### config.mk
export PLATFORM = sky130hd
export DESIGN_NAME = rwl_register_write_lock
export DESIGN_NICKNAME = d
export VERILOG_FILES = /design/src/rtl/rwl_pkg.sv /design/src/rtl/rwl_register_write_lock.sv
export SDC_FILE = /design/constraint.sdc
export NUM_CORES = 1
export LEC_CHECK = 0
export CAP_MARGIN = 20
export CELL_PAD_IN_SITES_DETAIL_PLACEMENT = 1
export CELL_PAD_IN_SITES_GLOBAL_PLACEMENT = 2
export CORE_UTILIZATION = 40
export CTS_CLUSTER_DIAMETER = 150
export DETAILED_ROUTE_END_ITERATION = 8
export DONT_BUFFER_PORTS = 1
export HOLD_SLACK_MARGIN = 0.15
export PLACE_DENSITY_LB_ADDON = 0.1
export SYNTH_ARGS = -nofsm -noshare
export SYNTH_HDL_FRONTEND = slang
export SYNTH_SLANG_ARGS = --single-unit
### constraint.sdc
create_clock -name mclk -period 3.3 [get_ports mclk]
set_input_delay 0.495 -clock mclk [delete_from_list [all_inputs] [get_ports mclk]]
set_output_delay 0.495 -clock mclk [all_outputs]
set_load 0.02 [all_outputs]
### src/rtl/rwl_pkg.sv
package rwl_pkg;

  // ----------------------------------------------------------------------
  // Register map (byte addresses)
  // ----------------------------------------------------------------------
  localparam int           ADDR_W          = 12;
  localparam logic [11:0]  ADDR_PROT_CTRL  = 12'h000;
  localparam logic [11:0]  ADDR_GROUP_BASE = 12'h010;
  localparam int           GROUPS          = 4;
  localparam int           GROUP_W         = 32;

  // ----------------------------------------------------------------------
  // Control register fields
  // ----------------------------------------------------------------------
  localparam int           KEY_LSB         = 8;
  localparam int           KEY_W           = 8;
  localparam logic [7:0]   UNLOCK_KEY      = 8'hA5;
  localparam logic [3:0]   ENABLE_RESET    = 4'h0;
  localparam logic [31:0]  GROUP_RESET     = 32'h0000_0000;
  localparam int           GRP_CLOCKGEN    = 0;
  localparam int           GRP_MODE_POWER  = 1;
  localparam int           GRP_FAST_OSC    = 2;
  localparam int           GRP_VOLT_DETECT = 3;

  localparam logic [1:0]   HTRANS_NONSEQ   = 2'b10;
  localparam logic [31:0]  READ_ZERO       = 32'h0000_0000;

  // ----------------------------------------------------------------------
  // Types
  // ----------------------------------------------------------------------
  typedef struct packed {
    logic              pend;
    logic              wr;
    logic [ADDR_W-1:0] addr;
  } rwl_aphase_s;

  typedef struct packed {
    rwl_aphase_s       ap;
    logic [3:0]        enable;
    logic [GROUPS-1:0][GROUP_W-1:0] group;
    logic [31:0]       rdata;
  } rwl_state_s;

endpackage : rwl_pkg

### src/rtl/rwl_register_write_lock.sv
// Decided for this implementation: the AHB-Lite interface to the registers and the placing of the registers.
`timescale 1ns/1ps

module rwl_register_write_lock
  import rwl_pkg::*;
(
  input  wire logic                    mclk,
  input  wire logic                    rst_b,
  input  wire logic                    hsel,
  input  wire logic [31:0]             haddr,
  input  wire logic [1:0]              htrans,
  input  wire logic                    hwrite,
  input  wire logic [2:0]              hsize,
  input  wire logic [31:0]             hwdata,
  input  wire logic                    hready,
  output logic      [31:0]             hrdata,
  output logic                         hreadyout,
  output logic                         hresp,
  output logic      [3:0]              groupWriteEnable,
  output logic      [GROUPS*GROUP_W-1:0] groupRegs
);

  // ----------------------------------------------------------------------
  // State
  // ----------------------------------------------------------------------
  rwl_state_s stateQ;
  rwl_state_s stateD;
  logic       keyOk;
  int         gIdx;

  assign keyOk = (hwdata[KEY_LSB +: KEY_W] == UNLOCK_KEY);

  // ----------------------------------------------------------------------
  // Next state
  // ----------------------------------------------------------------------
  always_comb begin
    stateD = stateQ;
    gIdx   = 0;
    // Address phase capture; zero-wait slave
    stateD.ap.pend = hsel && hready && (htrans == HTRANS_NONSEQ);
    stateD.ap.wr   = hwrite;
    stateD.ap.addr = haddr[ADDR_W-1:0];
    if (stateQ.ap.pend && stateQ.ap.wr) begin
      if (stateQ.ap.addr == ADDR_PROT_CTRL) begin
        if (keyOk) begin
          stateD.enable = hwdata[3:0];
        end
      end else begin
        for (int i = 0; i < GROUPS; i++) begin
          if (stateQ.ap.addr == ADDR_GROUP_BASE + ADDR_W'(4 * i)) begin
            // Blocked writes vanish; response stays OKAY
            if (stateQ.enable[i]) begin
              stateD.group[i] = hwdata;
            end
          end
        end
      end
    end
    // Read data for the following data phase
    stateD.rdata = READ_ZERO;
    if (stateD.ap.pend && !hwrite) begin
      if (haddr[ADDR_W-1:0] == ADDR_PROT_CTRL) begin
        stateD.rdata[3:0] = stateD.enable;
      end else begin
        for (int i = 0; i < GROUPS; i++) begin
          if (haddr[ADDR_W-1:0] == ADDR_GROUP_BASE + ADDR_W'(4 * i)) begin
            gIdx = i;
            stateD.rdata = stateD.group[gIdx];
          end
        end
      end
    end
  end

  // ----------------------------------------------------------------------
  // Registers
  // ----------------------------------------------------------------------
  always_ff @(posedge mclk or negedge rst_b) begin
    if (!rst_b) begin
      stateQ.ap     <= '0;
      stateQ.enable <= ENABLE_RESET;
      for (int i = 0; i < GROUPS; i++) begin
        stateQ.group[i] <= GROUP_RESET;
      end
      stateQ.rdata  <= READ_ZERO;
    end else begin
      stateQ <= stateD;
    end
  end

  // Group 0 clock gen, 1 mode/power, 2 fast osc wait, 3 voltage detect
  always_ff @(posedge mclk or negedge rst_b) begin
    if (!rst_b) begin
      hreadyout <= 1'b0;
    end else begin
      hreadyout <= 1'b1;
    end
  end

  assign hrdata           = stateQ.rdata;
  assign hresp            = 1'b0;
  assign groupWriteEnable = stateQ.enable;
  assign groupRegs        = stateQ.group;

endmodule : rwl_register_write_lock

==> summary.txt, run 1 <==
Run status
  – Outcome: finished with violations
  – Failing checks: hold timing

GRT
  – Pin count of the biggest net entering global routing: between 150 and 200
  – GRT Total Usage: 0.217
  – Initial antenna violation count: 0
  – Global-route wire length before repair: 35,100 um
  – Grt total ovfl: 0
  – Vias in the first global route: 5,586

Drt
  – WL met2: about 11,000 um
  – DR vias/cell: 5.49
  – Vias: 5,023
  – Post-Route WL: 23,400 um
  – Met3 wire len: 1870 um
  – Drt pass-1 iters: 4
  – M1 wire length: 9600 um
  – Wire per inst: 25.5 um
  – ANT nets after route: 0
  – Iter 0 DRT Violations: approximately 200
  – DRC Markers: 0
  – DR top layer: met4

Yosys
  – Cells after Synth: 781
  – Mapped Area: 8620 um2
  – Synth cell types: 39
  – Syn_area_per_cell: 11.0 um2
  – Post-synthesis register bit count: 179
  – Synth Warn #: 0
  – Net Count, Synth: ~860
  – Sequential share of the synthesized area: 0.519

Job
  – Max_cap viols: 0

STA
  – Relative slew slack: 0.484
  – Fin. Hold Viols: 179
  – Final setup viols: 0
  – Setup Skew: approximately 10 ps
  – Fmax: 0.344 GHz
  – Worst slew pin tran: 774 ps
  – Worst hold slack: -237 ps
  – Max-slew violation count: 0
  – Fin crit share: 0.880
  – Min cycle time layout: 2900 ps
  – Setup TNS Final: 0 ps
  – RSZ-0062 raised after global routing: false

Setup path
  – Worst Path Arrival: 3210 ps
  – WS Path Type: reg2reg
  – Critical Path RT: 3600 ps
  – Top delay family on crit path: simple AND/OR/NAND/NOR gates
  – Worst r2r dst: hrdata[9]
  – Max stage delay on crit path: 530 ps
  – R2r setup slk: 400 ps
  – Critical path, cell by cell: nor3_1 > and4_1 > nand2_4 > mux2_4 > a22o_1 > a221o_1
  – Cells on worst reg2reg path: 6
  – Startpoint Class: register
  – CP Max Fanout: 32
  – Worst path slowest cell: nand2_4
  – CP bufs+invs: 0
  – Worst r2r src: stateQ[175]
  – CP Capture Type: register

Worst hold path
  – Class of the worst hold path: in2async

Layout
  – Final Non-Filler Cells: 915
  – Multi-input gate area: 2700 um2
  – Filler instances: 2,249
  – Finished Cell Area: approximately 8400 um2
  – Antenna Cells: 0
  – Final Net Count: 701
  – Share of layout cells above drive strength 1: 0.189
  – Register Area: 4480 um2
  – Area Overhead vs Synth: -2.03%

Clock tree
  – # resized after CTS: 0
  – Clock Pin Slew Worst Setup and Hold Paths: 70 ps
  – CTS tree: done
  – Hold_buf cts: 13
  – Maximum clock insertion buffer count: 2
  – TritonCTS sink count: 179
  – H-tree depth: 4
  – Post-CTS Setup Inserts: 0
  – Total CTS buffers: 17
  – Worst skew pair latency: 420 ps
  – Root Buffer: clkbuf_16

Power and ir drop
  – NetSw: 1.04 mW
  – Total power draw: 4.62 mW
  – Part of the power in registers: 0.505
  – Maximum vdd drop: 0.300 mV
  – PD cells: 547 nW/um2
  – Net Sw Frac: 0.226
  – Clk pwr share: 0.475
  – LEAKAGE: 3.92 nW
  – Combinational share of power: 0.020
  – Power Internal: 3.58 mW

Placed design
  – Buffers added on ports: 0
  – Placed insts: 870
  – Gpl congestion: 0.745
  – Hpwl dp: 14,800 um
  – Placed inst area: 7690 um2

Die
  – FP Rows: 53
  – Die Ht: 149 um
  – Io pins: 240
  – Initial Util: 0.409
  – Die Wd: 149 um
  – Core footprint: 21,100 um2
  – Die area: 22,200 um2
power groups by stage:
stage               Combinational (mW)  Clock, mW  Sequential [mW]
floorplan                        0.182          0             2.30
global placement                0.0776          0             2.37
detailed placement              0.0800          0             2.38
CTS                             0.0928       2.25             2.33
global route                     0.102       2.34             2.34
finish                          0.0935       2.19             2.33
worst register-to-register path, cell delays in order (launching register included):
cell and delay (ps):
dfrtp_1 370, nor3_1 300, and4_1 510, nand2_4 530
mux2_4 490, a22o_1 240, a221o_1 350
worst max-delay path by stage:
stage	to	depth (start not counted)	slack, ps	from
floorplan	hrdata[25]	8	980	stateQ[165]
detailed placement	hrdata[9]	6	380	stateQ[175]
global placement	hrdata[8]	6	430	stateQ[165]
finish	hrdata[9]	6	400	stateQ[175]
CTS	hrdata[9]	6	370	stateQ[175]
global route	hrdata[16]	6	250	stateQ[165]
metrics by stage:
stage | util | setup WS, ps
after floorplan | - | 981
after global placement | 0.365 | 428
after detailed placement | 0.365 | 379
after CTS | 0.401 | 366
after global routing | 0.401 | 254
final | 0.401 | 395
layer usage:
| metal | up-vias | GRT usage |
|---|---|---|
| met5 | - | 0 |
| met4 | 0 | 0.0643 |
| met3 | 26 | 0.0725 |
| met2 | 170 | 0.363 |
| met1 | 2627 | 0.265 |
| li1 | 2200 | - |
flip-flops by register name, summed over array words and instances, names as in the netlist:
signal	count
hreadyout	1
stateQ	14
groupWriteEnable	4
groupRegs	128
hrdata	32
cell usage in the layout (no fill, tap or decap), types with 2 or more instances in the layout:
cell           count
a211o_1            4
a21oi_1           27
a221o_1           29
a22o_1            20
a31o_1             4
a32o_1             9
and2_1             2
and4_1             2
buf_4             14
bufinv_16          4
clkbuf_16         17
clkinv_2           2
clkinv_4           2
clkinvlp_4         2
conb_1             2
dfrtp_1          179
dlygate4sd3_1     13
inv_1             11
inv_6              3
mux2_1             2
mux2_2            37
mux2_4            29
mux2i_1            8
nand2_1          173
nand2_4            2
nand3_1            3
nand4_1            3
nor2_1             5
nor3_1             7
nor3_2             2
nor3b_1            2
o221ai_1           2
o2bb2ai_1          2
or3_1              2
layout make-up:
type,count,share of cell area
Clock buffer,18,0.0508
Clock inverter,14,0.0237
Inverter,11,0.00489
Multi-Input combinational cell,390,0.320
Sequential cell,179,0.530
Tap cell,275,0.0407
Timing Repair Buffer,28,0.0302
cells in the mapped netlist:
cell       instances  area, um2
mux2_1             2       22.5
nand4_1            3       18.8
nor2_1             5       18.8
or3_1              2       12.5
nand3_1            3       15.0
a21oi_1           27        135
mux2_2            37        417
a22o_1            20        175
nor4bb_1           1       10.0
and3_1             1       6.26
nand2_4            2       22.5
nor4_2             1       12.5
o22ai_1            1       6.26
conb_1             2       7.51
buf_6              5       56.3
a221o_1           29        290
buf_4            166       1250
and4_1             2       17.5
o221ai_1           2       17.5
nand4b_1           1       8.76
mux2i_1            8       80.1
a31o_1             4       35.0
inv_1             11       41.3
nor3_1             9       45.0
nor4b_1            1       8.76
and2_1             3       18.8
buf_1              3       11.3
nor4_1             1       6.26
o221a_2            1       11.3
clkbuf_1          21       78.8
mux2_4            29        435
nor3b_1            3       22.5
a211o_1            4       35.0
buf_2              6       30.0
nand2_1          174        653
a32o_1             9       90.1
o2bb2ai_1          2       17.5
dfrtp_1          179       4480
a311oi_1           1       8.76
cells by family after synthesis:
group	synth area share
simple gates	0.104
buf+inv	0.170
flops	0.519
compound gates	0.0953
mux	0.111
other cells	0.000871
(Power assumes the default switching activity.)
==> inputs of run 2 (changes only) <==
--- a/config.mk
+++ b/config.mk
@@ -8,7 +8,7 @@
 export CAP_MARGIN = 20
 export CELL_PAD_IN_SITES_DETAIL_PLACEMENT = 1
 export CELL_PAD_IN_SITES_GLOBAL_PLACEMENT = 2
-export CORE_UTILIZATION = 40
+export CORE_UTILIZATION = 43
 export CTS_CLUSTER_DIAMETER = 150
 export DETAILED_ROUTE_END_ITERATION = 8
 export DONT_BUFFER_PORTS = 1
==> constraint.sdc (replaced) <==
create_clock -name mclk -period 3.76 [get_ports mclk]
set_input_delay 0.564 -clock mclk [delete_from_list [all_inputs] [get_ports mclk]]
set_output_delay 0.564 -clock mclk [all_outputs]
set_load 0.02 [all_outputs]
==> summary.txt, run 2 (synthesized netlist as in run 1, its figures left out) <==
Drt
  – Wire per inst: 25.5 um (-0.27%)
  – Iter 0 DRT Violations: 229 (+17%)
  – ANT nets after route: 0 (unchanged)
  – Drt pass-1 iters: 7 (+3)
  – Post-Route WL: 23,000 um (-1.6%)
  – DRC Markers: 0 (unchanged)
  – DR vias/cell: 5.53 (+0.80%)
  – Vias: 4,997 (-0.52%)

Clock tree
  – Hold_buf cts: 13 (unchanged)
  – Worst skew pair latency: 430 ps (about the same)
  – H-tree depth: 4 (unchanged)
  – CTS tree: done
  – Total CTS buffers: 17 (unchanged)
  – Clock Pin Slew Worst Setup and Hold Paths: 70 ps (about the same)
  – Post-CTS Setup Inserts: 0 (unchanged)
  – Maximum clock insertion buffer count: 2 (unchanged)
  – # resized after CTS: 0 (unchanged)
  – Root Buffer: clkbuf_16
  – TritonCTS sink count: 179 (unchanged)

GRT
  – GRT Total Usage: 0.233 (+0.0164)
  – Global-route wire length before repair: 34,800 um (-0.77%)
  – Initial antenna violation count: 0 (unchanged)
  – Vias in the first global route: 5,653 (+1.2%)
  – Pin count of the biggest net entering global routing: 180 (unchanged)
  – Grt total ovfl: 0 (unchanged)

Die
  – Io pins: 240 (unchanged)
  – FP Rows: 51 (-3.8%)
  – Initial Util: 0.440 (+0.0313)
  – Core footprint: 19,600 um2 (-7.1%)
  – Die area: 20,600 um2 (-6.9%)
  – Die Wd: 144 um (-3.5%)
  – Die Ht: 144 um (-3.5%)

Layout
  – Final Non-Filler Cells: 903 (-1.3%)
  – Finished Cell Area: 8410 um2 (-0.47%)
  – Largest register FFs: 128 (unchanged)
  – Antenna Cells: 0 (unchanged)
  – Commonest non-fill, non-tap cell in the layout: dfrtp_1
  – Share of layout cells above drive strength 1: 0.188 (-0.000975)
  – Final Net Count: 699 (-0.29%)
  – Finished Core Util: 0.429 (+0.0286)
  – Filler instances: 2,066 (-8.1%)
  – Area Overhead vs Synth: -2.50%
  – Commonest non-fill, non-tap cells in the layout: dfrtp_1 (179), nand2_1 (173), mux2_2 (37), mux2_4 (29), a221o_1 (29)

STA
  – Fmax: 0.339 GHz (-1.6%)
  – Setup TNS Final: 0 ps (unchanged)
  – RSZ-0062 raised after global routing: false
  – Setup Skew: 9.86 ps (-0.332 ps)
  – Fin. Hold Viols: 179 (unchanged)
  – Relative slew slack: 0.515 (+0.0309)
  – Min cycle time layout: 2950 ps (+46.5 ps)
  – Worst slew pin tran: 727 ps (-47.0 ps)
  – Final setup viols: 0 (unchanged)
  – Max-slew violation count: 0 (unchanged)
  – Fin crit share: 0.785 (-0.0953)
  – Worst hold slack: -176 ps (+61.1 ps)

Placed design
  – Hpwl dp: 14,300 um (-3.5%)
  – Placed inst area: 7670 um2 (-0.20%)
  – Buffers added on ports: 0 (unchanged)
  – Gpl congestion: 0.754 (+1.1%)
  – Placed insts: 858 (-1.4%)

Setup path
  – WS Path Type: reg2reg
  – Startpoint Class: register
  – CP Max Fanout: 32 (unchanged)
  – CP Capture Type: register
  – Critical Path RT: 4070 ps (+470 ps)
  – Worst Path Arrival: 3260 ps (+50 ps)

Job
  – Max_cap viols: 0 (unchanged)

Power and ir drop
  – Maximum vdd drop: 0.297 mV (-1.0%)
  – PD cells: 472 nW/um2 (-14%)
  – LEAKAGE: 3.90 nW (-0.33%)

Run status
  – Failing checks: hold timing
  – Outcome: finished with violations

Worst hold path
  – Class of the worst hold path: in2async
run 2: final cells by class:
| cell class | count | area [um2] | area share |
|---|---|---|---|
| clock inverter | 14 | 165 | 0.0196 |
| sequential | 179 | 4480 | 0.533 |
| tap | 265 | 332 | 0.0394 |
| clock buffer | 18 | 439 | 0.0522 |
| timing repair buffer | 26 | 253 | 0.0301 |
| inverter | 11 | 41.3 | 0.00491 |
| multi-input combinational | 390 | 2700 | 0.321 |
run 2: worst paths after layout:
kind	startpoint	end	slack (ps)	cells past startpoint
max	stateQ[165]	hrdata[13]	810	6
min	rst_b	groupRegs[116]	-180	0
max reg2reg	stateQ[165]	hrdata[13]	810	6
min reg2reg	groupRegs[41]	groupRegs[41]	650	2
max in group asynchronous	rst_b	groupRegs[64]	3690	0
min in group mclk	hwdata[19]	groupRegs[115]	270	2
run 2: report_power, final:
group	internal (mW)	switching [mW]
Sequential	1.97	0.0791
Combinational	0.0477	0.0356
Clock	1.02	0.818
run 2: through the flow:
stage,setup WS (ps),power (mW),hold slack (ps)
after detailed placement,776,2.16,273
after floorplan,1440,2.18,268
after global routing,635,4.11,-203
after global placement,818,2.15,273
final,809,3.97,-176
after CTS,763,4.02,-191
run 2: worst max-delay path: stages, from the launching register on:
cell and delay [ps]:
dfrtp_1 370, nor4_2 370, and4_1 510, nand2_4 500, mux2_4 470, a22o_1 240
a221o_1 350
run 2: routing by layer:
| layer | vias to the layer above | wire [um] | global-route usage |
|---|---|---|---|
| met2 | 180 | 11400 | 0.391 |
| met1 | 2603 | 9320 | 0.279 |
| met4 | 0 | 283 | 0.0745 |
| met5 | - | 0 | 0 |
| li1 | 2192 | - | - |
| met3 | 22 | 1980 | 0.0830 |
